### config.mk
export PLATFORM = sky130hd
export DESIGN_NAME = link_stats_monitor
export DESIGN_NICKNAME = d
export VERILOG_FILES = /design/src/hw/lstm_pkg.sv /design/src/hw/link_stats_monitor.sv
export VERILOG_INCLUDE_DIRS = /design/src /design/src/hw
export SDC_FILE = /design/constraint.sdc
export NUM_CORES = 2
export LEC_CHECK = 0
export BUFFER_PORTS_ARGS = -buffer_cell sky130_fd_sc_hd__buf_2
export CAP_MARGIN = 20
export CORE_MARGIN = 2
export CORE_UTILIZATION = 45
export CTS_CLUSTER_SIZE = 14
export DETAILED_ROUTE_END_ITERATION = 6
export GPL_TIMING_DRIVEN = 0
export HOLD_SLACK_MARGIN = 0.12
export MAX_ROUTING_LAYER = met4
export SYNTH_ARGS = -nofsm -noshare
export SYNTH_HDL_FRONTEND = slang
export SYNTH_SLANG_ARGS = --single-unit
### constraint.sdc
create_clock -name clk -period 10.6 [get_ports clk]
set_clock_uncertainty 0.05 [all_clocks]
set_input_delay 1.59 -clock clk [delete_from_list [all_inputs] [get_ports clk]]
set_output_delay 1.59 -clock clk [all_outputs]
set_load 0.03 [all_outputs]
### src/hw/lstm_map.svh
// Register offsets, field positions, reset values and timing counts
`ifndef LSTM_MAP_SVH
`define LSTM_MAP_SVH
`define LSTM_CTRL          12'h000
`define LSTM_TX_MIN_LEN    12'h004
`define LSTM_RISE_THR      12'h008
`define LSTM_FALL_THR      12'h00C
`define LSTM_PERIOD        12'h010
`define LSTM_MON_STATUS    12'h014
`define LSTM_MEASURED      12'h018
`define LSTM_CNT_HIGH      12'h020
`define LSTM_CNT_BASE      12'h100
`define LSTM_CTRL_SEL_LO   0
`define LSTM_CTRL_SEL_HI   4
`define LSTM_CTRL_TYPE_LO  5
`define LSTM_CTRL_TYPE_HI  6
`define LSTM_CTRL_ABS      7
`define LSTM_CTRL_EN       8
`define LSTM_ST_RISE       0
`define LSTM_ST_FALL       1
`define LSTM_ST_RARM       2
`define LSTM_ST_FARM       3
`define LSTM_TX_MIN_RST    16'h0040
`define LSTM_MAX_STD_LEN   16'h05EE
`define LSTM_PERIOD_RST    16'h000F
`define LSTM_CLK_NS        25
`define LSTM_SECOND_NS     1000000000
`define LSTM_SECOND_CYC    (`LSTM_SECOND_NS / `LSTM_CLK_NS)
`endif

### src/hw/lstm_pkg.sv
// Types shared by the statistics and threshold monitor
package lstm_pkg;
   typedef struct packed {
      logic        frameDone;
      logic [15:0] octets;
      logic        fcsBad;
      logic        wellFormed;
      logic        codeWord;
      logic        lineCodeViol;
      logic        hdlcCrcErr;
   } lstm_rx_t;
   typedef struct packed {
      logic        frameDone;
      logic [15:0] octets;
      logic        codeWord;
      logic        lineCodeViol;
      logic        hdlcCrcErr;
   } lstm_tx_t;
   typedef struct packed {
      logic frameCrcErr;
      logic superblockCrcErr;
      logic clientFail;
      logic coreHeaderErr;
      logic typeHeaderErr;
      logic inFrame;
   } lstm_gfp_t;
   typedef enum logic [1:0] {
      LSTM_ALARM_OFF     = 2'h0,
      LSTM_ALARM_RISING  = 2'h1,
      LSTM_ALARM_FALLING = 2'h2,
      LSTM_ALARM_BOTH    = 2'h3
   } lstm_alarm_t;
endpackage

### src/hw/link_stats_monitor.sv
// Link statistics counters with one threshold alarm monitor, APB slave
`timescale 1ns/1ps
`include "lstm_map.svh"

module link_stats_monitor #(
   parameter int          NCNT      = 18,
   parameter int          CNT_W     = 48,
   parameter logic [31:0] TICKS_SEC = 32'(`LSTM_SECOND_CYC)
) (
   input  wire logic               clk,
   input  wire logic               resetn,
   input  wire logic               psel,
   input  wire logic               penable,
   input  wire logic               pwrite,
   input  wire logic [11:0]        paddr,
   input  wire logic [31:0]        pwdata,
   output logic                    pready,
   output logic [31:0]             prdata,
   output logic                    pslverr,
   input  wire lstm_pkg::lstm_rx_t  rxEv,
   input  wire lstm_pkg::lstm_tx_t  txEv,
   input  wire lstm_pkg::lstm_gfp_t gfpEv,
   output logic                    risingEvent,
   output logic                    fallingEvent
);
   logic [CNT_W-1:0] cnt    [NCNT];
   logic [15:0]      incAmt [NCNT];
   logic [15:0]      txMinLen;
   logic [31:0]      riseThr;
   logic [31:0]      fallThr;
   logic [15:0]      periodSec;
   logic [8:0]       ctrl;
   logic [31:0]      cntHigh;
   logic             riseFlag;
   logic             fallFlag;
   logic             riseArmed;
   logic             fallArmed;
   logic [31:0]      measVal;
   logic [31:0]      snap;
   logic [31:0]      tickCnt;
   logic [15:0]      secCnt;
   logic             inFramePrev;
   logic             setup;
   logic             wrEn;
   logic [4:0]       cntIdx;
   logic             cntHit;
   logic [31:0]      selLow;
   logic [31:0]      next_meas;
   logic             periodEnd;
   logic             eval;
   logic             rxLong;
   logic             allowRise;
   logic             allowFall;
   lstm_pkg::lstm_alarm_t alarmType;

   assign setup     = psel & ~penable;
   assign wrEn      = psel & penable & pready & pwrite;
   assign cntIdx    = paddr[6:2];
   assign cntHit    = (paddr[11:7] == 5'(`LSTM_CNT_BASE >> 7)) && (int'(cntIdx) < NCNT);
   assign alarmType = lstm_pkg::lstm_alarm_t'(ctrl[`LSTM_CTRL_TYPE_HI:`LSTM_CTRL_TYPE_LO]);
   assign allowRise = alarmType == lstm_pkg::LSTM_ALARM_RISING || alarmType == lstm_pkg::LSTM_ALARM_BOTH;
   assign allowFall = alarmType == lstm_pkg::LSTM_ALARM_FALLING || alarmType == lstm_pkg::LSTM_ALARM_BOTH;
   assign rxLong    = rxEv.frameDone && rxEv.octets > `LSTM_MAX_STD_LEN;

   // Per-counter increment for this cycle
   always_comb begin
      incAmt[0]  = {15'h0000, rxLong & rxEv.wellFormed & ~rxEv.fcsBad};
      incAmt[1]  = {15'h0000, rxLong & rxEv.fcsBad};
      incAmt[2]  = rxEv.frameDone ? rxEv.octets : 16'h0000;
      incAmt[3]  = {15'h0000, txEv.frameDone && txEv.octets < txMinLen};
      incAmt[4]  = {15'h0000, rxEv.frameDone};
      incAmt[5]  = {15'h0000, txEv.frameDone};
      incAmt[6]  = {15'h0000, rxEv.hdlcCrcErr};
      incAmt[7]  = {15'h0000, txEv.hdlcCrcErr};
      incAmt[8]  = {15'h0000, rxEv.lineCodeViol};
      incAmt[9]  = {15'h0000, txEv.lineCodeViol};
      incAmt[10] = {15'h0000, rxEv.codeWord};
      incAmt[11] = {15'h0000, txEv.codeWord};
      incAmt[12] = {15'h0000, gfpEv.frameCrcErr};
      incAmt[13] = {15'h0000, gfpEv.superblockCrcErr};
      incAmt[14] = {15'h0000, gfpEv.clientFail};
      incAmt[15] = {15'h0000, inFramePrev & ~gfpEv.inFrame};
      incAmt[16] = {15'h0000, gfpEv.coreHeaderErr};
      incAmt[17] = {15'h0000, gfpEv.typeHeaderErr};
   end

   for (genvar i = 0; i < NCNT; i++) begin : g_cnt
      always_ff @(posedge clk or negedge resetn) begin
         if (!resetn) begin
            cnt[i] <= '0;
         end else begin
            cnt[i] <= cnt[i] + CNT_W'(incAmt[i]);
         end
      end
   end

   always_ff @(posedge clk or negedge resetn) begin
      if (!resetn) begin
         inFramePrev <= 1'b0;
      end else begin
         inFramePrev <= gfpEv.inFrame;
      end
   end

   // Software settings
   always_ff @(posedge clk or negedge resetn) begin
      if (!resetn) begin
         ctrl      <= 9'h000;
         txMinLen  <= `LSTM_TX_MIN_RST;
         riseThr   <= 32'h00000000;
         fallThr   <= 32'h00000000;
         periodSec <= `LSTM_PERIOD_RST;
      end else if (wrEn) begin
         unique case (paddr)
            `LSTM_CTRL:       ctrl      <= pwdata[8:0];
            `LSTM_TX_MIN_LEN: txMinLen  <= pwdata[15:0];
            `LSTM_RISE_THR:   riseThr   <= pwdata;
            `LSTM_FALL_THR:   fallThr   <= pwdata;
            `LSTM_PERIOD:     periodSec <= pwdata[15:0];
            default: ;
         endcase
      end
   end

   // APB answer prepared in setup, presented in the access phase
   always_ff @(posedge clk or negedge resetn) begin
      if (!resetn) begin
         pready  <= 1'b0;
         prdata  <= 32'h00000000;
         pslverr <= 1'b0;
      end else begin
         pready  <= setup;
         pslverr <= 1'b0;
         prdata  <= 32'h00000000;
         if (setup) begin
            unique case (paddr)
               `LSTM_CTRL:       prdata <= {23'h000000, ctrl};
               `LSTM_TX_MIN_LEN: prdata <= {16'h0000, txMinLen};
               `LSTM_RISE_THR:   prdata <= riseThr;
               `LSTM_FALL_THR:   prdata <= fallThr;
               `LSTM_PERIOD:     prdata <= {16'h0000, periodSec};
               `LSTM_MON_STATUS: prdata <= {28'h0000000, fallArmed, riseArmed, fallFlag, riseFlag};
               `LSTM_MEASURED:   prdata <= measVal;
               `LSTM_CNT_HIGH:   prdata <= cntHigh;
               default: begin
                  if (cntHit && !pwrite) begin
                     prdata <= cnt[cntIdx][31:0];
                  end else begin
                     pslverr <= ~cntHit;
                  end
               end
            endcase
         end
      end
   end

   // High word frozen in the same cycle the low word is sampled
   always_ff @(posedge clk or negedge resetn) begin
      if (!resetn) begin
         cntHigh <= 32'h00000000;
      end else if (setup && !pwrite && cntHit) begin
         cntHigh <= 32'(cnt[cntIdx][CNT_W-1:32]);
      end
   end

   // Seconds and sample period timing
   assign periodEnd = tickCnt == TICKS_SEC - 32'h00000001
                      && secCnt + 16'h0001 >= periodSec;
   always_ff @(posedge clk or negedge resetn) begin
      if (!resetn) begin
         tickCnt <= 32'h00000000;
         secCnt  <= 16'h0000;
      end else if (tickCnt == TICKS_SEC - 32'h00000001) begin
         tickCnt <= 32'h00000000;
         secCnt  <= periodEnd ? 16'h0000 : secCnt + 16'h0001;
      end else begin
         tickCnt <= tickCnt + 32'h00000001;
      end
   end

   assign selLow    = cnt[ctrl[`LSTM_CTRL_SEL_HI:`LSTM_CTRL_SEL_LO]][31:0];
   assign next_meas = ctrl[`LSTM_CTRL_ABS] ? selLow : selLow - snap;
   assign eval      = ctrl[`LSTM_CTRL_EN] && (ctrl[`LSTM_CTRL_ABS] || periodEnd);

   always_ff @(posedge clk or negedge resetn) begin
      if (!resetn) begin
         snap    <= 32'h00000000;
         measVal <= 32'h00000000;
      end else begin
         if (periodEnd) begin
            snap <= selLow;
         end
         if (eval) begin
            measVal <= next_meas;
         end
      end
   end

   // Hysteresis: each direction fires once, armed by the opposite threshold
   always_ff @(posedge clk or negedge resetn) begin
      if (!resetn) begin
         riseArmed    <= 1'b1;
         fallArmed    <= 1'b0;
         risingEvent  <= 1'b0;
         fallingEvent <= 1'b0;
      end else begin
         risingEvent  <= 1'b0;
         fallingEvent <= 1'b0;
         if (eval) begin
            if (riseArmed && next_meas > riseThr) begin
               riseArmed   <= 1'b0;
               risingEvent <= allowRise;
            end else if (next_meas < fallThr) begin
               riseArmed <= 1'b1;
            end
            if (fallArmed && next_meas < fallThr) begin
               fallArmed    <= 1'b0;
               fallingEvent <= allowFall;
            end else if (next_meas > riseThr) begin
               fallArmed <= 1'b1;
            end
         end
      end
   end

   // Sticky flags, write one to clear; a new event wins over the clear
   always_ff @(posedge clk or negedge resetn) begin
      if (!resetn) begin
         riseFlag <= 1'b0;
         fallFlag <= 1'b0;
      end else begin
         riseFlag <= risingEvent
                     | (riseFlag & ~(wrEn && paddr == `LSTM_MON_STATUS && pwdata[`LSTM_ST_RISE]));
         fallFlag <= fallingEvent
                     | (fallFlag & ~(wrEn && paddr == `LSTM_MON_STATUS && pwdata[`LSTM_ST_FALL]));
      end
   end
endmodule

==> impl_results.rst <==
.. list-table::
   :header-rows: 1

   * - Metric
     - Value
   * - XOR/XNOR share of the synthesized area
     - 12.2%
   * - Number of antenna-violating nets in the routed design
     - 0
   * - Dominant cells by area after synthesis
     - sky130_fd_sc_hd__dfrtp_1 (44%), sky130_fd_sc_hd__mux4_2 (14%), sky130_fd_sc_hd__xnor2_1 (8.6%), sky130_fd_sc_hd__nand2_1 (3.9%), sky130_fd_sc_hd__xor2_1 (3.7%)
   * - EDFF count, synth
     - 0
   * - Clock Latency Late Sink
     - 0.79 ns
   * - Clock edge transition at the registers on the reported setup and hold paths
     - 0.06 ns
   * - Post-CTS setup buffers
     - 0
   * - Pwr dens
     - 166 mW/mm^2
   * - Static Leakage
     - 0.0321 uW
   * - # H-tree levels
     - 4
   * - Clock tree from TritonCTS
     - yes
   * - Synth Instances
     - 5,775
   * - Mux cell area share after synthesis
     - 15.9%
   * - Via/cell ratio
     - 5.92
   * - Horizontal die dimension
     - 381 um
   * - Overall power
     - 12,000 uW
   * - Die Ht
     - 381 um
   * - Average wire per cell in the routed design
     - 25.5 um
   * - Worst rel slew slack
     - 18.4%
   * - Detailed-route wire length
     - 206 mm
   * - Global-route wire length before repair
     - 308 mm
   * - Final Max Tran Viols
     - 0
   * - Tcrit/Tclk final
     - 82.8%
   * - Number of placement rows
     - 138
   * - Layout overhead on the synthesized area
     - 12.6%
   * - DR iter-0 viols
     - 4,601
   * - Synthesis warning total
     - 0
   * - Setup TNS
     - 0 ns
   * - Starting Density
     - 45.3%
   * - Fraction of the mapped netlist area in compound gates
     - 5.58%
   * - Maximum number of pins on one net before global-route repair
     - 161
   * - Crit start category
     - flop
   * - Max clock buf depth
     - 3
   * - Dominant combinational cell family by area after synthesis
     - multiplexers
   * - Top cell type by total area after synthesis
     - sky130_fd_sc_hd__dfrtp_1
   * - Fmax
     - 0.114 GHz
   * - Worst EP arrival
     - 9.39 ns
   * - CTS root buf
     - sky130_fd_sc_hd__clkbuf_16
   * - Global routing usage summed across all routing layers
     - 29.4%
   * - Number of register bits inferred by synthesis
     - 1,138
   * - Number of global-route vias before repair
     - 47,500
   * - Highest-count cells in the layout ignoring fill and taps
     - sky130_fd_sc_hd__dfrtp_1 (1,132), sky130_fd_sc_hd__nand2_1 (667), sky130_fd_sc_hd__xnor2_1 (627)
   * - Worst Tran Pin Value
     - 1.21 ns
   * - Async S/R FF share, synth
     - 100%
   * - Outcome
     - complete, no violations
   * - CTS Buf Count
     - 134
   * - Flip-flop cell with the highest count after synthesis
     - sky130_fd_sc_hd__dfrtp_1
   * - Average footprint of a synthesized cell
     - 11.1 sq um
   * - Min-delay worst type
     - reg2reg
   * - Number of nets in the final layout
     - 6,349
   * - Floorplan Core Area
     - 0.141 sq mm
   * - Synth Net Count
     - 6,051
   * - Final worst path period need
     - 8.77 ns
   * - Number of buffer cells added on primary ports
     - 131
   * - Area fraction in and, or, nand and nor cells after synthesis
     - 15.4%
   * - Final hold viol count
     - 0
   * - Proportion of netlist area held by the largest area contributor
     - 44.2%
   * - Hold buffers post-CTS
     - 0
   * - Floorplan die area
     - 0.145 sq mm
   * - Maximum VDD drop
     - 216 uV
   * - Number of setup violations in the final report
     - 0
   * - Detailed Place HPWL
     - 161 mm
   * - Drc violations
     - 0
   * - Unrepaired setup endpoints after global routing
     - no
   * - Critical path data required time
     - 11.22 ns
   * - Number of unique standard cell types used by synthesis
     - 82
   * - CTS Sinks
     - 1,138
   * - Adder-cell share of the synthesized area
     - 3.52%
   * - Post-synth design cell area
     - 0.0640 sq mm
   * - Final estimated routing congestion in global placement
     - 0.999
   * - Post-cts gate resize count
     - 0
   * - Num ports
     - 133
   * - Drt pass-1 iters
     - 7
   * - Critical path class
     - reg2reg
   * - Share of cells above drive strength 1
     - 15.2%
   * - Fraction of the yosys area taken by sequential cells
     - 44.5%
   * - Worst-path fanout max
     - 10
   * - Antenna violations before repair
     - 24
   * - Commonest non-fill, non-tap cell in the layout
     - sky130_fd_sc_hd__dfrtp_1
   * - Via count
     - 47,800
   * - Critical Path End Type
     - flop
   * - Leftover overflow at the end of global routing
     - 0
   * - Max Cap Viol
     - 0
-- kinds of logic after synthesis --
logic type,after synthesis
and+or+nand+nor,2008
muxes,515
buffers and inverters,449
adders and majority gates,179
AOI/OAI and AO/OA,591
xor gates and xnor gates,895
DFF,1138
-- synth_stat cells (22+ instances only) --
cell type,count
sky130_fd_sc_hd__nor2b_1,23
sky130_fd_sc_hd__nand3_1,346
sky130_fd_sc_hd__o22ai_1,47
sky130_fd_sc_hd__inv_1,206
sky130_fd_sc_hd__ha_1,177
sky130_fd_sc_hd__and3_1,215
sky130_fd_sc_hd__mux2_2,31
sky130_fd_sc_hd__clkbuf_1,126
sky130_fd_sc_hd__mux2i_1,86
sky130_fd_sc_hd__a21o_1,37
sky130_fd_sc_hd__nand4_1,143
sky130_fd_sc_hd__xnor2_1,627
sky130_fd_sc_hd__xor2_1,268
sky130_fd_sc_hd__dfrtp_1,1132
sky130_fd_sc_hd__buf_2,77
sky130_fd_sc_hd__nand2_1,667
sky130_fd_sc_hd__nor2_1,284
sky130_fd_sc_hd__mux4_2,398
sky130_fd_sc_hd__buf_1,25
sky130_fd_sc_hd__a21oi_1,110
sky130_fd_sc_hd__nand2b_1,26
sky130_fd_sc_hd__and4_1,46
sky130_fd_sc_hd__a31oi_1,22
sky130_fd_sc_hd__and2_1,50
sky130_fd_sc_hd__nor3_1,109
sky130_fd_sc_hd__a22oi_1,32
sky130_fd_sc_hd__o21ai_0,249
-- sequential cells by signal, summed over array words and instances (netlist names), 9 cells and up --
register	flops
prdata	32
riseThr	32
fallThr	32
snap	32
tickCnt	32
cntHigh	16
ctrl	9
periodSec	16
txMinLen	16
secCnt	16
cnt	864
measVal	32
-- power by group --
| group | internal [uW] | total (uW) | leakage, uW | switching (uW) |
|---|---|---|---|---|
| Sequential | 4600 | 4970 | 0.0151 | 375 |
| Combinational | 886 | 2160 | 0.0149 | 1280 |
| Clock | 2880 | 4840 | 0.00223 | 1950 |
| Total | 8370 | 12000 | 0.0321 | 3610 |
-- final timing paths --
kind | slack, ns | endpoint | start | depth (start not counted)
max in group asynchronous | 7.05 | cnt[189]$_DFF_PN0_ | resetn | 5
worst max register to register | 1.83 | fallArmed$_DFFE_PN0P_ | ctrl[1]$_DFFE_PN0P_ | 26
worst min-delay path | 0.42 | cnt[431]$_DFF_PN0_ | cnt[431]$_DFF_PN0_ | 1
worst max-delay path | 1.83 | fallArmed$_DFFE_PN0P_ | ctrl[1]$_DFFE_PN0P_ | 26
worst min register to register | 0.42 | cnt[431]$_DFF_PN0_ | cnt[431]$_DFF_PN0_ | 1
min in group asynchronous | 0.73 | snap[15]$_DFFE_PN0P_ | resetn | 1
-- metal layers --
layer / GRT usage (%) / wire length, um / up-vias
li1: - / - / 21300
met1: 39.0 / 86700 / 24400
met2: 44.4 / 94200 / 1689
met3: 5.78 / 15700 / 368
met4: 12.2 / 9510 / 0
met5: - / 0 / -
-- metrics by stage --
| step | area (sq um) | utilization [%] | hold WS, ns | std cells | setup WS [ns] |
|---|---|---|---|---|---|
| 4_1_cts | 72000 | 50.9 | 0.417 | 8065 | 1.91 |
| 5_1_grt | 72100 | 51.0 | 0.434 | 8072 | 1.59 |
| 3_5_place_dp | 67500 | 47.7 | 0.410 | 7825 | 1.96 |
| 3_3_place_gp | 67100 | 47.4 | 0.403 | 7796 | -17.92 |
| 6_report | 72100 | 51.0 | 0.418 | 8074 | 1.83 |
| 2_1_floorplan | 64000 | - | 0.386 | 5775 | 4.06 |
-- final cells by class --
class	instances	area (sq um)
plain buffers	241	1060
diodes	7	17.5
fillers	12500	69300
multi-input cells	4188	33700
flip-flops and latches	1138	28500
well taps	1890	2360
inverters	208	781
clock inverters	51	666
clock buffers	189	3890
repair buffers	162	1100
-- worst max-delay path, stage by stage, from the launching register on --
cell	delay [ns]
sky130_fd_sc_hd__dfrtp_1	0.47
sky130_fd_sc_hd__buf_4	0.27
sky130_fd_sc_hd__buf_2	0.58
sky130_fd_sc_hd__buf_1	0.87
sky130_fd_sc_hd__mux4_2	0.42
sky130_fd_sc_hd__mux4_2	0.54
sky130_fd_sc_hd__inv_1	0.10
sky130_fd_sc_hd__o22ai_1	0.14
sky130_fd_sc_hd__ha_1	0.41
sky130_fd_sc_hd__o21ai_0	0.09
sky130_fd_sc_hd__a21oi_1	0.27
sky130_fd_sc_hd__o21ai_0	0.25
sky130_fd_sc_hd__a211oi_1	0.48
sky130_fd_sc_hd__nor2_1	0.14
sky130_fd_sc_hd__o21ai_0	0.23
sky130_fd_sc_hd__xnor2_1	0.10
sky130_fd_sc_hd__o21ai_0	0.39
sky130_fd_sc_hd__ha_1	0.33
sky130_fd_sc_hd__and4_1	0.27
sky130_fd_sc_hd__a2111oi_0	0.42
sky130_fd_sc_hd__o21ai_0	0.24
sky130_fd_sc_hd__a31o_2	0.30
sky130_fd_sc_hd__a221o_1	0.31
sky130_fd_sc_hd__a21o_1	0.23
sky130_fd_sc_hd__a2111oi_4	0.41
sky130_fd_sc_hd__inv_1	0.07
sky130_fd_sc_hd__mux2_2	0.28
(Power assumes the default switching activity.)
